--- config.mk ---
export PLATFORM = sky130hd
export DESIGN_NAME = rlb_responder
export DESIGN_NICKNAME = d
export VERILOG_FILES = /design/src/design/rlb_edge.v /design/src/design/rlb_responder.v
export VERILOG_INCLUDE_DIRS = /design/src /design/src/design
export SDC_FILE = /design/constraint.sdc
export NUM_CORES = 1
export LEC_CHECK = 0
export BUFFER_PORTS_ARGS = -buffer_cell sky130_fd_sc_hd__buf_2
export CORE_AREA = 2 2 54 56
export CTS_CLUSTER_DIAMETER = 200
export DETAILED_ROUTE_END_ITERATION = 6
export DIE_AREA = 0 0 56 58
export HOLD_SLACK_MARGIN = 0.03
export PLACE_DENSITY_LB_ADDON = 0.12
export SETUP_SLACK_MARGIN = 0.2
export SLEW_MARGIN = 40
export SYNTH_ARGS = -nofsm -noshare
export SYNTH_HDL_FRONTEND = slang
export SYNTH_SLANG_ARGS = --single-unit
--- constraint.sdc ---
create_clock -name ref_clk -period 1.6 [get_ports ref_clk]
set_input_delay 0.08 -clock ref_clk [delete_from_list [all_inputs] [get_ports ref_clk]]
set_output_delay 0.08 -clock ref_clk [all_outputs]
set_load 0.01 [all_outputs]
--- src/design/rlb_defs.vh ---
/*
 * rlb_defs.vh: constants for the remote/local bus responder.
 * assumes: included by bare name from design files; definitions only.
 */
`ifndef RLB_DEFS_VH
`define RLB_DEFS_VH

// ==========================================================
// multi-line bus command codes (7-bit, attention asserted)
`define RLB_CMD_GTL 7'h01
`define RLB_CMD_SDC 7'h04
`define RLB_CMD_PPC 7'h05
`define RLB_CMD_GET 7'h08
`define RLB_CMD_TCT 7'h09
`define RLB_CMD_LLO 7'h11
`define RLB_CMD_DCL 7'h14
`define RLB_CMD_PPU 7'h15
`define RLB_CMD_SPE 7'h18
`define RLB_CMD_SPD 7'h19
`define RLB_CMD_UNL 7'h3f
`define RLB_CMD_UNT 7'h5f

// ==========================================================
// address groups: bits 6:5 select listen or talk group
`define RLB_GRP_LSB 5
`define RLB_GRP_LISTEN 2'h1
`define RLB_GRP_TALK 2'h2
`define RLB_ADDR_MAX 5'h1e

// ==========================================================
// command type encoding and remote/local state codes
`define RLB_TYPE_STANDARD 1'h0
`define RLB_TYPE_LEGACY 1'h1
`define RLB_ST_LOCAL 2'h0
`define RLB_ST_REMOTE 2'h1
`define RLB_ST_REMOTE_LOCK 2'h2
`define RLB_ST_LOCAL_LOCK 2'h3

`endif

--- src/design/rlb_edge.v ---
/*
 * rlb_edge.v: rising-edge detector for one synchronous level.
 * assumes: input already synchronous to ref_clk.
 */
`timescale 1ns/100ps
`include "rlb_defs.vh"

module rlb_edge (
    // clock and reset
    input wire ref_clk,
    input wire rst_b,
    // level in, pulse out
    input wire level_in,
    output wire rise_out
);

reg level_q;

always @(posedge ref_clk or negedge rst_b) begin
    if (!rst_b) begin
        level_q <= 1'b0;
    end else begin
        level_q <= level_in;
    end
end

assign rise_out = level_in & ~level_q;

endmodule // rlb_edge

--- src/design/rlb_responder.v ---
/*
 * rlb_responder.v: remote/local decision and interface message
 * responder for an instrument on a parallel bus and a network link.
 * assumes: all inputs synchronous to ref_clk; bus byte decode,
 * handshake and network parsing are done outside and presented
 * as one-cycle strobes.
 */
// Functional notes
// - IFC drops addressing, aborts transmission
// - REN line moves remote and local
// - IDY gets no response at all
// - GTL when listening enters local
// - SDC discards input, empties output queue
// - device clear cancels OPC, aborts waits
// - PPC and TCT are ignored
// - GET in legacy mode reports status
// - lockout blocks front-panel return to local
// - DCL acts like SDC, unaddressed
// - address commands need listen addressing
// - SPE puts talker into serial poll
// - SPD returns talker to normal output
// - PPU is ignored
// - network remote ON enters remote
// - remote disables panel except local flip
// - mode changes keep settings untouched
// - local flip returns local unless locked
// - network remote OFF gives local, except from local, where a REN rise, listen address, remote ON or lockout (LLO or lockout ON) wins
// - remote lamp follows remote operation
// - command type latched once after each reset release
// - own address 0..30, answer only it
`timescale 1ns/100ps
`include "rlb_defs.vh"

module rlb_responder #(
    parameter ADDR_W = 5
) (
    // clock and reset
    input wire ref_clk,
    input wire rst_b,
    // configuration
    input wire [ADDR_W-1:0] bus_addr,
    input wire cmd_type_sel,
    // parallel bus uni-line messages
    input wire ifc_in,
    input wire ren_in,
    input wire idy_in,
    // parallel bus multi-line command strobe
    input wire bus_cmd_valid,
    input wire [6:0] bus_cmd_code,
    // network link commands
    input wire net_remote_on,
    input wire net_remote_off,
    input wire net_lockout_on,
    input wire net_lockout_off,
    input wire std_cmd_valid,
    // front panel
    input wire output_toggle_switch,
    input wire panel_req,
    // talker state from the data path
    input wire tx_busy,
    // addressing and mode status
    output wire listen_addressed,
    output wire talk_addressed,
    output wire serial_poll_mode,
    output wire remote_lamp,
    output wire lockout_active,
    output wire legacy_active,
    output wire addr_valid,
    // clear and event pulses
    output reg tx_abort,
    output reg input_discard,
    output reg output_queue_flush,
    output reg opc_cancel,
    output reg wait_abort,
    output reg trigger_report,
    output reg std_cmd_reject,
    // front panel gate
    output wire panel_enable,
    output wire panel_local_accept,
    // network link gate
    output wire net_link_enable
);

// ==========================================================
// state
reg [1:0] rl_state_q;
reg [1:0] rl_state_d;
reg lad_q;
reg lad_d;
reg tad_q;
reg tad_d;
reg spm_q;
reg spm_d;
reg legacy_q;
reg type_taken_q;
reg ren_q;

wire sw_rise;
wire ren_fall;
wire ren_rise;
wire is_remote;
wire is_locked;
wire my_listen;
wire my_talk;
wire addr_ok;
wire cmd_gtl;
wire cmd_sdc;
wire cmd_get;
wire cmd_llo;
wire cmd_dcl;
wire cmd_spe;
wire cmd_spd;
wire dev_clear;
wire net_ok;

// ==========================================================
// decode
assign addr_ok = (bus_addr <= `RLB_ADDR_MAX);
assign my_listen = bus_cmd_valid & addr_ok
    & (bus_cmd_code[6:`RLB_GRP_LSB] == `RLB_GRP_LISTEN)
    & (bus_cmd_code[4:0] == bus_addr);
assign my_talk = bus_cmd_valid & addr_ok
    & (bus_cmd_code[6:`RLB_GRP_LSB] == `RLB_GRP_TALK)
    & (bus_cmd_code[4:0] == bus_addr);
// only commands from the list below, plus UNL/UNT in the addressing block, act; PPC, TCT, PPU fall out
assign cmd_gtl = bus_cmd_valid & lad_q & (bus_cmd_code == `RLB_CMD_GTL);
assign cmd_sdc = bus_cmd_valid & lad_q & (bus_cmd_code == `RLB_CMD_SDC);
assign cmd_get = bus_cmd_valid & lad_q & (bus_cmd_code == `RLB_CMD_GET);
assign cmd_llo = bus_cmd_valid & (bus_cmd_code == `RLB_CMD_LLO);
assign cmd_dcl = bus_cmd_valid & (bus_cmd_code == `RLB_CMD_DCL);
assign cmd_spe = bus_cmd_valid & (bus_cmd_code == `RLB_CMD_SPE);
assign cmd_spd = bus_cmd_valid & (bus_cmd_code == `RLB_CMD_SPD);
// PPC/TCT/PPU and idy_in are deliberately not decoded
assign dev_clear = cmd_sdc | cmd_dcl;
// legacy mode shuts the network path entirely
assign net_ok = ~legacy_q;

// ==========================================================
// edge detection on the front switch and the remote enable line
rlb_edge u_sw_edge (
    .ref_clk(ref_clk),
    .rst_b(rst_b),
    .level_in(output_toggle_switch),
    .rise_out(sw_rise)
);

always @(posedge ref_clk or negedge rst_b) begin
    if (!rst_b) begin
        ren_q <= 1'b0;
    end else begin
        ren_q <= ren_in;
    end
end

assign ren_fall = ren_q & ~ren_in;
assign ren_rise = ren_in & ~ren_q;

// ==========================================================
// command type is caught once after reset release
always @(posedge ref_clk or negedge rst_b) begin
    if (!rst_b) begin
        legacy_q <= `RLB_TYPE_STANDARD;
        type_taken_q <= 1'b0;
    end else if (!type_taken_q) begin
        legacy_q <= cmd_type_sel;
        type_taken_q <= 1'b1;
    end
end

// ==========================================================
// addressing and serial poll
always @* begin
    lad_d = lad_q;
    tad_d = tad_q;
    spm_d = spm_q;
    if (bus_cmd_valid) begin
        if (bus_cmd_code == `RLB_CMD_UNL) begin
            lad_d = 1'b0;
        end
        if (bus_cmd_code == `RLB_CMD_UNT) begin
            tad_d = 1'b0;
        end
        if (my_listen) begin
            lad_d = 1'b1;
            tad_d = 1'b0;
        end
        if (my_talk) begin
            tad_d = 1'b1;
            lad_d = 1'b0;
        end
        if (cmd_spe) begin
            spm_d = 1'b1;
        end
        if (cmd_spd) begin
            spm_d = 1'b0;
        end
    end
    if (ifc_in) begin
        lad_d = 1'b0;
        tad_d = 1'b0;
        spm_d = 1'b0;
    end
end

// ==========================================================
// remote/local state; settings live outside and are never touched
always @* begin
    rl_state_d = rl_state_q;
    case (rl_state_q)
    `RLB_ST_LOCAL: begin
        if (ren_in & ~ren_rise & my_listen) begin
            rl_state_d = cmd_llo ? `RLB_ST_REMOTE_LOCK : `RLB_ST_REMOTE;
        end else if (ren_rise) begin
            rl_state_d = `RLB_ST_REMOTE;
        end else if (net_ok & net_remote_on) begin
            rl_state_d = net_lockout_on ? `RLB_ST_REMOTE_LOCK : `RLB_ST_REMOTE;
        end else if ((ren_in & cmd_llo) | (net_ok & net_lockout_on)) begin
            rl_state_d = `RLB_ST_LOCAL_LOCK;
        end
    end
    `RLB_ST_REMOTE: begin
        if (cmd_gtl | (sw_rise & ~cmd_llo)) begin
            rl_state_d = `RLB_ST_LOCAL;
        end else if ((ren_in & cmd_llo) | (net_ok & net_lockout_on)) begin
            rl_state_d = `RLB_ST_REMOTE_LOCK;
        end
        if (net_ok & net_remote_off) begin
            rl_state_d = `RLB_ST_LOCAL;
        end
    end
    `RLB_ST_REMOTE_LOCK: begin
        // panel switch has no effect here
        if (cmd_gtl) begin
            rl_state_d = `RLB_ST_LOCAL_LOCK;
        end else if (net_ok & net_lockout_off) begin
            rl_state_d = `RLB_ST_REMOTE;
        end
        if (net_ok & net_remote_off) begin
            rl_state_d = `RLB_ST_LOCAL;
        end
    end
    `RLB_ST_LOCAL_LOCK: begin
        if ((ren_in & my_listen) | ren_rise) begin
            rl_state_d = `RLB_ST_REMOTE_LOCK;
        end else if (net_ok & net_remote_on) begin
            rl_state_d = `RLB_ST_REMOTE_LOCK;
        end else if (net_ok & net_lockout_off) begin
            rl_state_d = `RLB_ST_LOCAL;
        end
        // remote off also drops a lockout taken while local
        if (net_ok & net_remote_off) begin
            rl_state_d = `RLB_ST_LOCAL;
        end
    end
    default: begin
        rl_state_d = `RLB_ST_LOCAL;
    end
    endcase
    if (ren_fall) begin
        rl_state_d = `RLB_ST_LOCAL;
    end
end

always @(posedge ref_clk or negedge rst_b) begin
    if (!rst_b) begin
        rl_state_q <= `RLB_ST_LOCAL;
        lad_q <= 1'b0;
        tad_q <= 1'b0;
        spm_q <= 1'b0;
    end else begin
        rl_state_q <= rl_state_d;
        lad_q <= lad_d;
        tad_q <= tad_d;
        spm_q <= spm_d;
    end
end

// ==========================================================
// one-cycle action pulses, registered
always @(posedge ref_clk or negedge rst_b) begin
    if (!rst_b) begin
        tx_abort <= 1'b0;
        input_discard <= 1'b0;
        output_queue_flush <= 1'b0;
        opc_cancel <= 1'b0;
        wait_abort <= 1'b0;
        trigger_report <= 1'b0;
        std_cmd_reject <= 1'b0;
    end else begin
        tx_abort <= ifc_in & tx_busy;
        input_discard <= dev_clear;
        output_queue_flush <= dev_clear;
        opc_cancel <= dev_clear;
        wait_abort <= dev_clear;
        trigger_report <= cmd_get & legacy_q;
        std_cmd_reject <= std_cmd_valid & legacy_q;
    end
end

// ==========================================================
// status outputs
assign is_remote = (rl_state_q == `RLB_ST_REMOTE) | (rl_state_q == `RLB_ST_REMOTE_LOCK);
assign is_locked = (rl_state_q == `RLB_ST_REMOTE_LOCK) | (rl_state_q == `RLB_ST_LOCAL_LOCK);
assign listen_addressed = lad_q;
assign talk_addressed = tad_q;
assign serial_poll_mode = spm_q;
assign remote_lamp = is_remote;
assign lockout_active = is_locked;
assign legacy_active = legacy_q;
assign addr_valid = addr_ok;
// panel_req is only meaningful while local; the gate goes to the panel
assign panel_enable = ~is_remote & panel_req;
assign panel_local_accept = (rl_state_q == `RLB_ST_REMOTE) & sw_rise;
assign net_link_enable = net_ok;

endmodule // rlb_responder

# Word-level counts from Yosys, hierarchy flattened
# Index checks and enable logic that the tools add are counted.
[op_classes] n_addsub=0 multipliers=0 div_mod_pow=0 n_lt_le_gt_ge=1 eq_ne=19 shift=0 muxes=32 bitwise_logic=43 reduce_logical=9
[op_table] operator="$mux 2" n=17
[op_table] operator="$and 1x1->1" n=30
[op_table] operator="$eq 7x5->1 const B" n=4
[op_table] operator="$mux 1" n=14
[op_table] operator="$ne 6x6->1 const B" n=2
[op_table] operator="$ne 5x5->1 const B" n=2
[op_table] operator="$pmux 2 s4" n=1
[op_table] operator="$reduce_bool 4->1" n=2
[op_table] operator="$eq 7x1->1 const B" n=1
[op_table] operator="$eq 7x3->1 const B" n=1
[op_table] operator="$eq 7x4->1 const B" n=1
[op_table] operator="$eq 7x6->1 const B" n=1
[op_table] operator="$eq 7x7->1 const B" n=1
[op_table] operator="$not 1->1" n=7
[op_table] operator="$eq 2x2->1 const B" n=3
[op_table] operator="$or 1x1->1" n=6
[op_table] operator="$reduce_and 2->1" n=3
[op_table] operator="$eq 5x5->1" n=1
[op_table] operator="$le 5x5->1 const B" n=1
[op_table] operator="$eq 2x1->1 const B" n=2
[op_table] operator="$reduce_and 4->1" n=1
[op_table] operator="$reduce_bool 3->1" n=1
[op_table] operator="$logic_not 2->1" n=1
[op_table] operator="$reduce_bool 2->1" n=1
[word_totals] reg_bits=13 latchBits=0 mem_bits_rw=0 mem_bits_ro=0 output_inout_bits=17 n_memories=0

# Logic depth before layout (Yosys ltp)
# Gate-level depths: netlist (run 1).
[depth] word_depth=10 mapped_depth=7

# Hierarchy
# From an unflattened synthesis (run 1), not the netlist that was laid out.
[hier_totals] cells_unflattened=109 hier_area_um2=1039.7
[modules_own_cells] module="rlb_responder" n_inst=1 cells_each=107 area_each_um2=1001.0 seq_area_each_um2=300.3
[modules_own_cells] module="rlb_edge" n_inst=1 cells_each=2 area_each_um2=38.8 seq_area_each_um2=25.0

# Worst setup path after synthesis (run 1)
# No wires, ideal clock.
[synth_timing] kind="reg2reg" from="register legacy_q, in the netlist legacy_active" to="register rl_state_q[1]" setup_time_ns=0.104 arrival_ns=1.716 path_slack_ns=-0.220 path_stages_with_launch=7 path_buffers=1 synth_period_minus_slack_ns=1.820 cell_sequence="dfrtp_1 > clkbuf_1 > o21ba_2 > a311oi_1 > o32a_1 > or3_4 > o41ai_2"
[synth_between] elab_chain_cells=7 elab_cells_between_ends=21 cone_classes="4 x eq/ne; 10 x mux; 6 x bitwise; 1 x reduce/logical"
[synth_rtl] item="start: declaration" line="rlb_responder.v:94" source="reg legacy_q;"
[synth_rtl] item="start signal: assignment" line="rlb_responder.v:162" source="legacy_q <= `RLB_TYPE_STANDARD;"
[synth_rtl] item="start signal: assignment" line="rlb_responder.v:165" source="legacy_q <= cmd_type_sel;"
[synth_rtl] item="$not 1->1 *" line="rlb_responder.v:136" source="assign net_ok = ~legacy_q;"
[synth_rtl] item="$and 1x1->1" line="rlb_responder.v:215, rlb_responder.v:245"
[synth_rtl] item="$mux 2 (on tied branches)" line="rlb_responder.v:245, rlb_responder.v:215"
[synth_rtl] item="$mux 2 (on tied branches)" line="rlb_responder.v:243, rlb_responder.v:213"
[synth_rtl] item="$mux 2 (on tied branches)" line="rlb_responder.v:251, rlb_responder.v:211"
[synth_rtl] item="$pmux 2 s4" line="rlb_responder.v:209" source="case (rl_state_q)"
[synth_rtl] item="$mux 2" line="rlb_responder.v:259" source="if (ren_fall) begin"
[synth_rtl] item="end signal: assignment" line="rlb_responder.v:266" source="rl_state_q <= `RLB_ST_LOCAL;"
[synth_rtl] item="end signal: assignment" line="rlb_responder.v:271" source="rl_state_q <= rl_state_d;"
[synth_rtl] item="end: declaration" line="rlb_responder.v:86" source="reg [1:0] rl_state_q;"
# Mark *: on every way between the ends. The rest lies on a longest branch, timed or not.
# A chain may end at the register's enable or synchronous reset.

# Worst setup path in the final report (run 1)
[layout_timing] from="register ren_q" to="register rl_state_q[1]"
[layout_between] elab_chain_cells=8 elab_cells_between_ends=18 cone_classes="4 x eq/ne; 6 x mux; 7 x bitwise; 1 x reduce/logical"
[layout_rtl] item="start: declaration" line="rlb_responder.v:96" source="reg ren_q;"
[layout_rtl] item="start signal: assignment" line="rlb_responder.v:151" source="ren_q <= ren_in;"
[layout_rtl] item="$not 1->1" line="rlb_responder.v:156" source="assign ren_rise = ren_in & ~ren_q;"
[layout_rtl] item="$and 1x1->1" line="rlb_responder.v:156"
[layout_rtl] item="$not 1->1" line="rlb_responder.v:211" source="if (ren_in & ~ren_rise & my_listen) begin"
[layout_rtl] item="$and 1x1->1 (2 in series)" line="rlb_responder.v:211"
[layout_rtl] item="$mux 2" line="rlb_responder.v:211"
[layout_rtl] item="$pmux 2 s4" line="rlb_responder.v:209"
[layout_rtl] item="$mux 2" line="rlb_responder.v:259"
# Several ways; a longest one is shown, not always the timed one.

==> summary.md, run 1 <==
| Metric | Value |
|---|---|
| Status | complete, but fails checks |
| Failing checks | negative setup slack |
| TNS Setup | -0.2054 ns |
| Post-route DRC | 0 |
| Synth Area in Compound Gates | between 20% and 30% |
| Area of the core | 0.002663 mm² |
| Routed Antenna Nets | 0 |
| Critical path's slowest cell | dfrtp_1 |
| Global Route Usage Sum | 18.91% |
| Final Cell Area | 0.001675 mm² |
| Post-layout min period | 1.734 ns |
| Top-count cell post-synth | dfrtp_1 |
| Cell Area, Synth | ~0.0011 mm² |
| H-tree depth | 1 |
| Io pins | 44 |
| Wirelength, routed | 2.944 mm |
| Yosys warns | 0 |
| Root Buffer | clkbuf_4 |
| Fin. max-slew vios | 0 |
| Vias/cell | a little over 5 |
| Crit path arrival time | roughly 1.9 ns |
| Post-synth top area cell | dfrtp_1 |
| Power density over the cells | 937.3 mW/mm² |
| Main combinational cell family by area after synthesis | simple AND/OR/NAND/NOR gates |
| Critical path launch point type | flip-flop |
| Antenna violations before repair | 0 |
| CP Cell Sequence | ha_1, nand2_1, a311o_1, o221ai_2, or3_4, o41ai_2 |
| Mux contribution to synthesized area | 1.977% |
| Clock transition at path regs | ~0.080 ns |
| Die area | 0.003248 mm² |
| Area grow syn2layout | 55.70% |
| RSZ-0062 raised after global routing | yes |
| Max Cap Viol | 0 |
| Gr ovfl total | 0 |
| Share of the synthesized area in the top cell type | 30.23% |
| Post-DP HPWL | between 2 and 2.5 mm |
| First-pass GRT wire length | about 4.9 mm |
| Pin count of the biggest net entering global routing | 14 |
| CTS tree | yes |
| CP top delay family | simple AND/OR/NAND/NOR gates |
| Port Buffers | 42 |
| Mapped Cells | 116 |
| Clock Latency Late Sink | 0.27 ns |
| Vias | 1165 |
| Synth Area in Adders | 9.302% |
| Die width | 56 µm |
| Worst Setup End Kind | flip-flop |
| Die height | 58 µm |
| WS Path Type | flip-flop to flip-flop |
| Initial DRC Count | 31 |
| Most used DFF post-synth | dfrtp_1 |
| Critical Path RT | 1.77 ns |
| Final hold viol count | 0 |
| Synth area leaders | dfrtp_1 30%, ha_1 9.3%, nor2b_1 5.2% |
| Placed instance area | 0.001496 mm² |
| Final setup fails | 2 |
| Post-DR wirelength/cell | 13.08 µm |
| Crit path buf inv count | 0 |
| Row cnt | 19 |
| Setup WS post-layout | -0.1338 ns |
| Clock Sinks | 13 |
| Number of diodes | 0 |
| Highest clock rate | 0.5768 GHz |
| List of most frequent post-synthesis cells | 13 x dfrtp_1, 9 x nor2_1, 9 x nor2b_1 |
| DRT Pass-1 Iters | 4 |
| CP max stage delay | approximately 0.4 ns |
| Initial core utilization | between 40 and 50% |
| Post-synth EDFFs | 0 |
| Simple-Gate Fraction of Synth Area | 28.60% |
| Placer congestion estimate | ~0.85 |
| Sequential element share of the synthesized area | 30.23% |
| Fin Hold WS | 0.09564 ns |
| Clock Path Buffers | 2 |
| Async SR Flop Fraction | 100.0% |
| Synth Area in XOR/XNOR | 3.256% |
| Min-Delay Path Class | input pin to flip-flop |
| Post-Syn Nets | 151 |
| Cell variety after synth | 43 |
| Yosys reg bits | 13 |
| Total CTS buffers | 3 |
| Clock skew | 0.005428 ns |
| Pleak | just over 0.8 nW |
| Max Fanout on Critical Path | 3 |
| Share of cells above drive strength 1 | 47.94% |
| Number of global-route vias before repair | about 1.1k |
| Crit share post-route | 108.4% |
| VDD IR max | between 0.8 and 0.9 mV |
| Syn_area_per_cell | 9.276 µm² |
| Final net count | 230 |
==> final cells by class <==
type | instances | area, µm²
flip-flops and latches | 13 | 326.6
clock inverters | 1 | 5.005
inverters | 6 | 22.52
fillers | 252 | 987.2
clock buffers | 3 | 22.52
multi-input cells | 92 | 738.2
well taps | 31 | 38.79
repair buffers | 79 | 521.8
==> sequential cells by signal (all words and copies together) (netlist names) <==
register	count
legacy_active	1
listen_addressed	1
ren_q	1
rl_state_q	2
serial_poll_mode	1
std_cmd_reject	1
talk_addressed	1
trigger_report	1
tx_abort	1
type_taken_q	1
u_sw_edge.level_q	1
wait_abort	1
==> logic make-up after synthesis <==
logic type,after synthesis
AND/OR/NAND/NOR,51
AO/OA/AOI/OAI,26
flip-flops,13
buffers and inverters,11
adder cells (fa/ha/maj),8
XOR/XNOR,4
multiplexers,2
other,1
==> worst register-to-register path: stages, from the launching register on <==
cell      delay [ns]
dfrtp_1         0.41
ha_1            0.28
nand2_1         0.08
a311o_1         0.13
o221ai_2        0.11
or3_4           0.41
o41ai_2         0.21
==> through the flow <==
stage               util (%)  power, mW  cells  setup slack [ns]
floorplan                  -     0.8318    116          -0.06543
global placement       56.20      1.173    211          -0.09338
detailed placement     56.20      1.195    211           -0.1564
CTS                    62.59      1.560    225           -0.1283
global route           62.92      1.677    225           -0.2028
finish                 62.92      1.570    225           -0.1338
==> power breakdown <==
part	switching (mW)	total, mW	internal (mW)	leakage, nW
clock	0.106	0.199	0.0925	0.0177
combinational	0.422	0.973	0.550	0.645
sequential	0.0352	0.399	0.364	0.166
==> final timing paths <==
check | start | to | slack (ns) | cells past startpoint
worst max-delay path | ren_q$_DFF_PN0_ | rl_state_q[1]$_DFFE_PN0P_ | -0.13 | 6
worst min-delay path | ren_in | ren_q$_DFF_PN0_ | 0.1 | 2
worst max register to register | ren_q$_DFF_PN0_ | rl_state_q[1]$_DFFE_PN0P_ | -0.13 | 6
worst min register to register | type_taken_q$_DFF_PN0_ | legacy_active$_DFFE_PN0N_ | 0.50 | 1
max in group asynchronous | rst_b | legacy_active$_DFFE_PN0N_ | 1.14 | 2
min in group asynchronous | rst_b | wait_abort$_DFF_PN0_ | 0.21 | 2
==> layout by cell type, fill, tap and decap left out, types with 4 or more instances in the layout <==
cell type,netlist,routed
buf_2,0,41
buf_4,3,27
dfrtp_1,13,12
dlygate4sd3_1,0,8
ha_1,8,4
nand2_1,7,7
nor2_1,9,8
nor2b_1,9,9
nor3_1,4,4
xnor2_1,4,4
==> what timing repair did <==
item,in CTS,in global routing
resized for setup,12,4
buffers inserted,2,0
setup endpoints to repair,5,4
hold buffers,8,0
pin swaps,0,1
endpoints found under the hold margin,20,0
==> per-layer routing <==
metal / track usage, % / share of wire [%]
met5: 0 / 0
met4: 5.102 / 0.31
met3: 1.116 / 3.1
met2: 34.12 / 51
met1: 24.76 / 46
Note: power is estimated with default switching activity, not from simulation.
==> run 2, diff against run 1 <==
Settings changed: RECOVER_POWER set to 100.
==> run 2 against run 1 <==
  * The flow still finishes with violations (negative setup slack)
  * Die area did not move
  * Sequential power barely moved
  * Routed wire length fell by 0.68%
  * Largest cell class unchanged
  * Largest power group unchanged
==> summary.md, run 2 (synthesis results as in run 1) <==
| Metric | Value |
|---|---|
| Die height | 58 µm |
| Critical path launch point type | flip-flop |
| Final Cell Area | ~0.0017 mm² |
| Failing checks | negative setup slack |
| Wirelength, routed | 2.924 mm |
| Highest clock rate | 0.5779 GHz |
| Crit path arrival time | approximately 1.9 ns |
| Clock Path Buffers | 2 |
| Crit share post-route | 108.1% |
| Vias | 1158 |
| Max reg flops | 2 |
| Fillers | 254 |
| First-pass GRT wire length | 4.919 mm |
| Pleak | between 0.8 and 0.9 nW |
| Fin Hold WS | 0.09709 ns |
| Vias/cell | between 5 and 6 |
| RSZ-0062 raised after global routing | yes |
| Clock transition at path regs | ~0.08 ns |
| Pin count of the biggest net entering global routing | 14 |
| Area of the core | 0.002663 mm² |
| Fin. max-slew vios | 0 |
| Number of global-route vias before repair | 1130 |
| Final setup fails | 2 |
| Row cnt | 19 |
| Post-layout min period | 1.730 ns |
| Final Util | a little over three fifths |
| DRT Pass-1 Iters | 4 |
| Design Power | around 1.6 mW |
| Worst slew margin | 54.04% |
| Commonest non-fill, non-tap cell in the layout | buf_2 |
| Max Cap Viol | 0 |
| Most flops, register | rl_state_q |
| Max Fanout on Critical Path | 3 |
| H-tree depth | 1 |
| Placer congestion estimate | 0.8541 |
| Initial core utilization | 40.41% |
| Min-Delay Path Class | input pin to flip-flop |
| Share of cells above drive strength 1 | ~44% |
| Power density over the cells | 939.0 mW/mm² |
| Antenna violations before repair | 0 |
| Clock skew | 0.005025 ns |
| Grt met3 use | 1.116% |
| Place WS | -0.1564 ns |
| Most Crowded Layer GR | met2 |
| Critical Path RT | 1.77 ns |
| Clock Sinks | 13 |
| Final net count | 230 |
| Inst Count DP | about 210 |
| Area grow syn2layout | 54.88% |
| Placed instance area | 0.001496 mm² |
| Setup WS post-layout | -0.1303 ns |
| Die area | 0.003248 mm² |
| Io pins | 44 |
| Post-DP HPWL | 2.372 mm |
| Root Buffer | clkbuf_4 |
| Most frequent cells in the layout | 34 x buf_2, 27 x buf_4, 12 x dfrtp_1, 9 x nor2b_1 |
| CTS tree | yes |
| Worst Tran Pin Value | 0.6894 ns |
| Met2 usage | 34.12% |
| VDD IR max | just under 0.9 mV |
| Status | complete, but fails checks |
| Initial DRC Count | 31 |
| Number of diodes | 0 |
| WS Path Type | flip-flop to flip-flop |
| Post-route DRC | 0 |
| Worst Setup End Kind | flip-flop |
| Port Buffers | 42 |
| Clock Latency Late Sink | ~0.27 ns |
| Global-route met1 utilization | 24.76% |
| Die width | 56 µm |
| Gr ovfl total | 0 |
| Total CTS buffers | 3 |
| Final hold viol count | 0 |
| TNS Setup | -0.1977 ns |
| Post-DR wirelength/cell | 13.00 µm |
| Routed Antenna Nets | 0 |
| Finished Layout Cells | 225 |
| Global Route Usage Sum | 18.91% |
-- run 2: per-layer routing --
| layer | vias up | wire [µm] |
|---|---|---|
| li1 | 585 | - |
| met1 | 548 | 1333 |
| met4 | 0 | 8 |
| met2 | 23 | 1488 |
| met5 | - | 0 |
| met3 | 2 | 94 |
-- run 2: final cells by class --
cell class / count / area (µm²) / share of cell area, %
clock inverter: 1 / 5.005 / 0.3003
multi-input combinational: 92 / 738.2 / 44.29
sequential: 13 / 326.6 / 19.59
clock buffer: 3 / 22.52 / 1.351
inverter: 6 / 22.52 / 1.351
timing repair buffer: 79 / 513.0 / 30.78
tap: 31 / 38.79 / 2.327
-- run 2: worst paths after layout --
check | startpoint | end | slack (ns) | cells past startpoint
min reg2reg | type_taken_q$_DFF_PN0_ | legacy_active$_DFFE_PN0N_ | 0.50 | 1
min in group asynchronous | rst_b | wait_abort$_DFF_PN0_ | 0.36 | 2
max in group asynchronous | rst_b | legacy_active$_DFFE_PN0N_ | 0.76 | 2
max | ren_q$_DFF_PN0_ | rl_state_q[1]$_DFFE_PN0P_ | -0.13 | 6
min | ren_in | ren_q$_DFF_PN0_ | 0.1 | 2
max reg2reg | ren_q$_DFF_PN0_ | rl_state_q[1]$_DFFE_PN0P_ | -0.13 | 6
-- run 2: power breakdown --
| group | total, mW | switching [mW] | internal [mW] |
|---|---|---|---|
| clock network | 0.197 | 0.105 | 0.0924 |
| registers | 0.399 | 0.0350 | 0.364 |
| logic | 0.968 | 0.420 | 0.548 |
| total | 1.56 | 0.560 | 1.00 |
-- run 2: what timing repair did --
action | 4_1_cts | 5_1_grt
setup endpoints to repair | 5 | 4
buffers inserted | 2 | 0
gates cloned | 0 | 0
gates resized for setup | 12 | 4
hold endpoints to repair | 20 | 0
pin swaps | 0 | 1
hold buffers | 8 | 0
-- run 2: worst max-delay path: stages, from the launching register on --
cell      delay (ns)
dfrtp_1         0.41
ha_1            0.28
nand2_1         0.08
a311o_1         0.13
o221ai_2        0.11
or3_4           0.41
o41ai_2         0.20
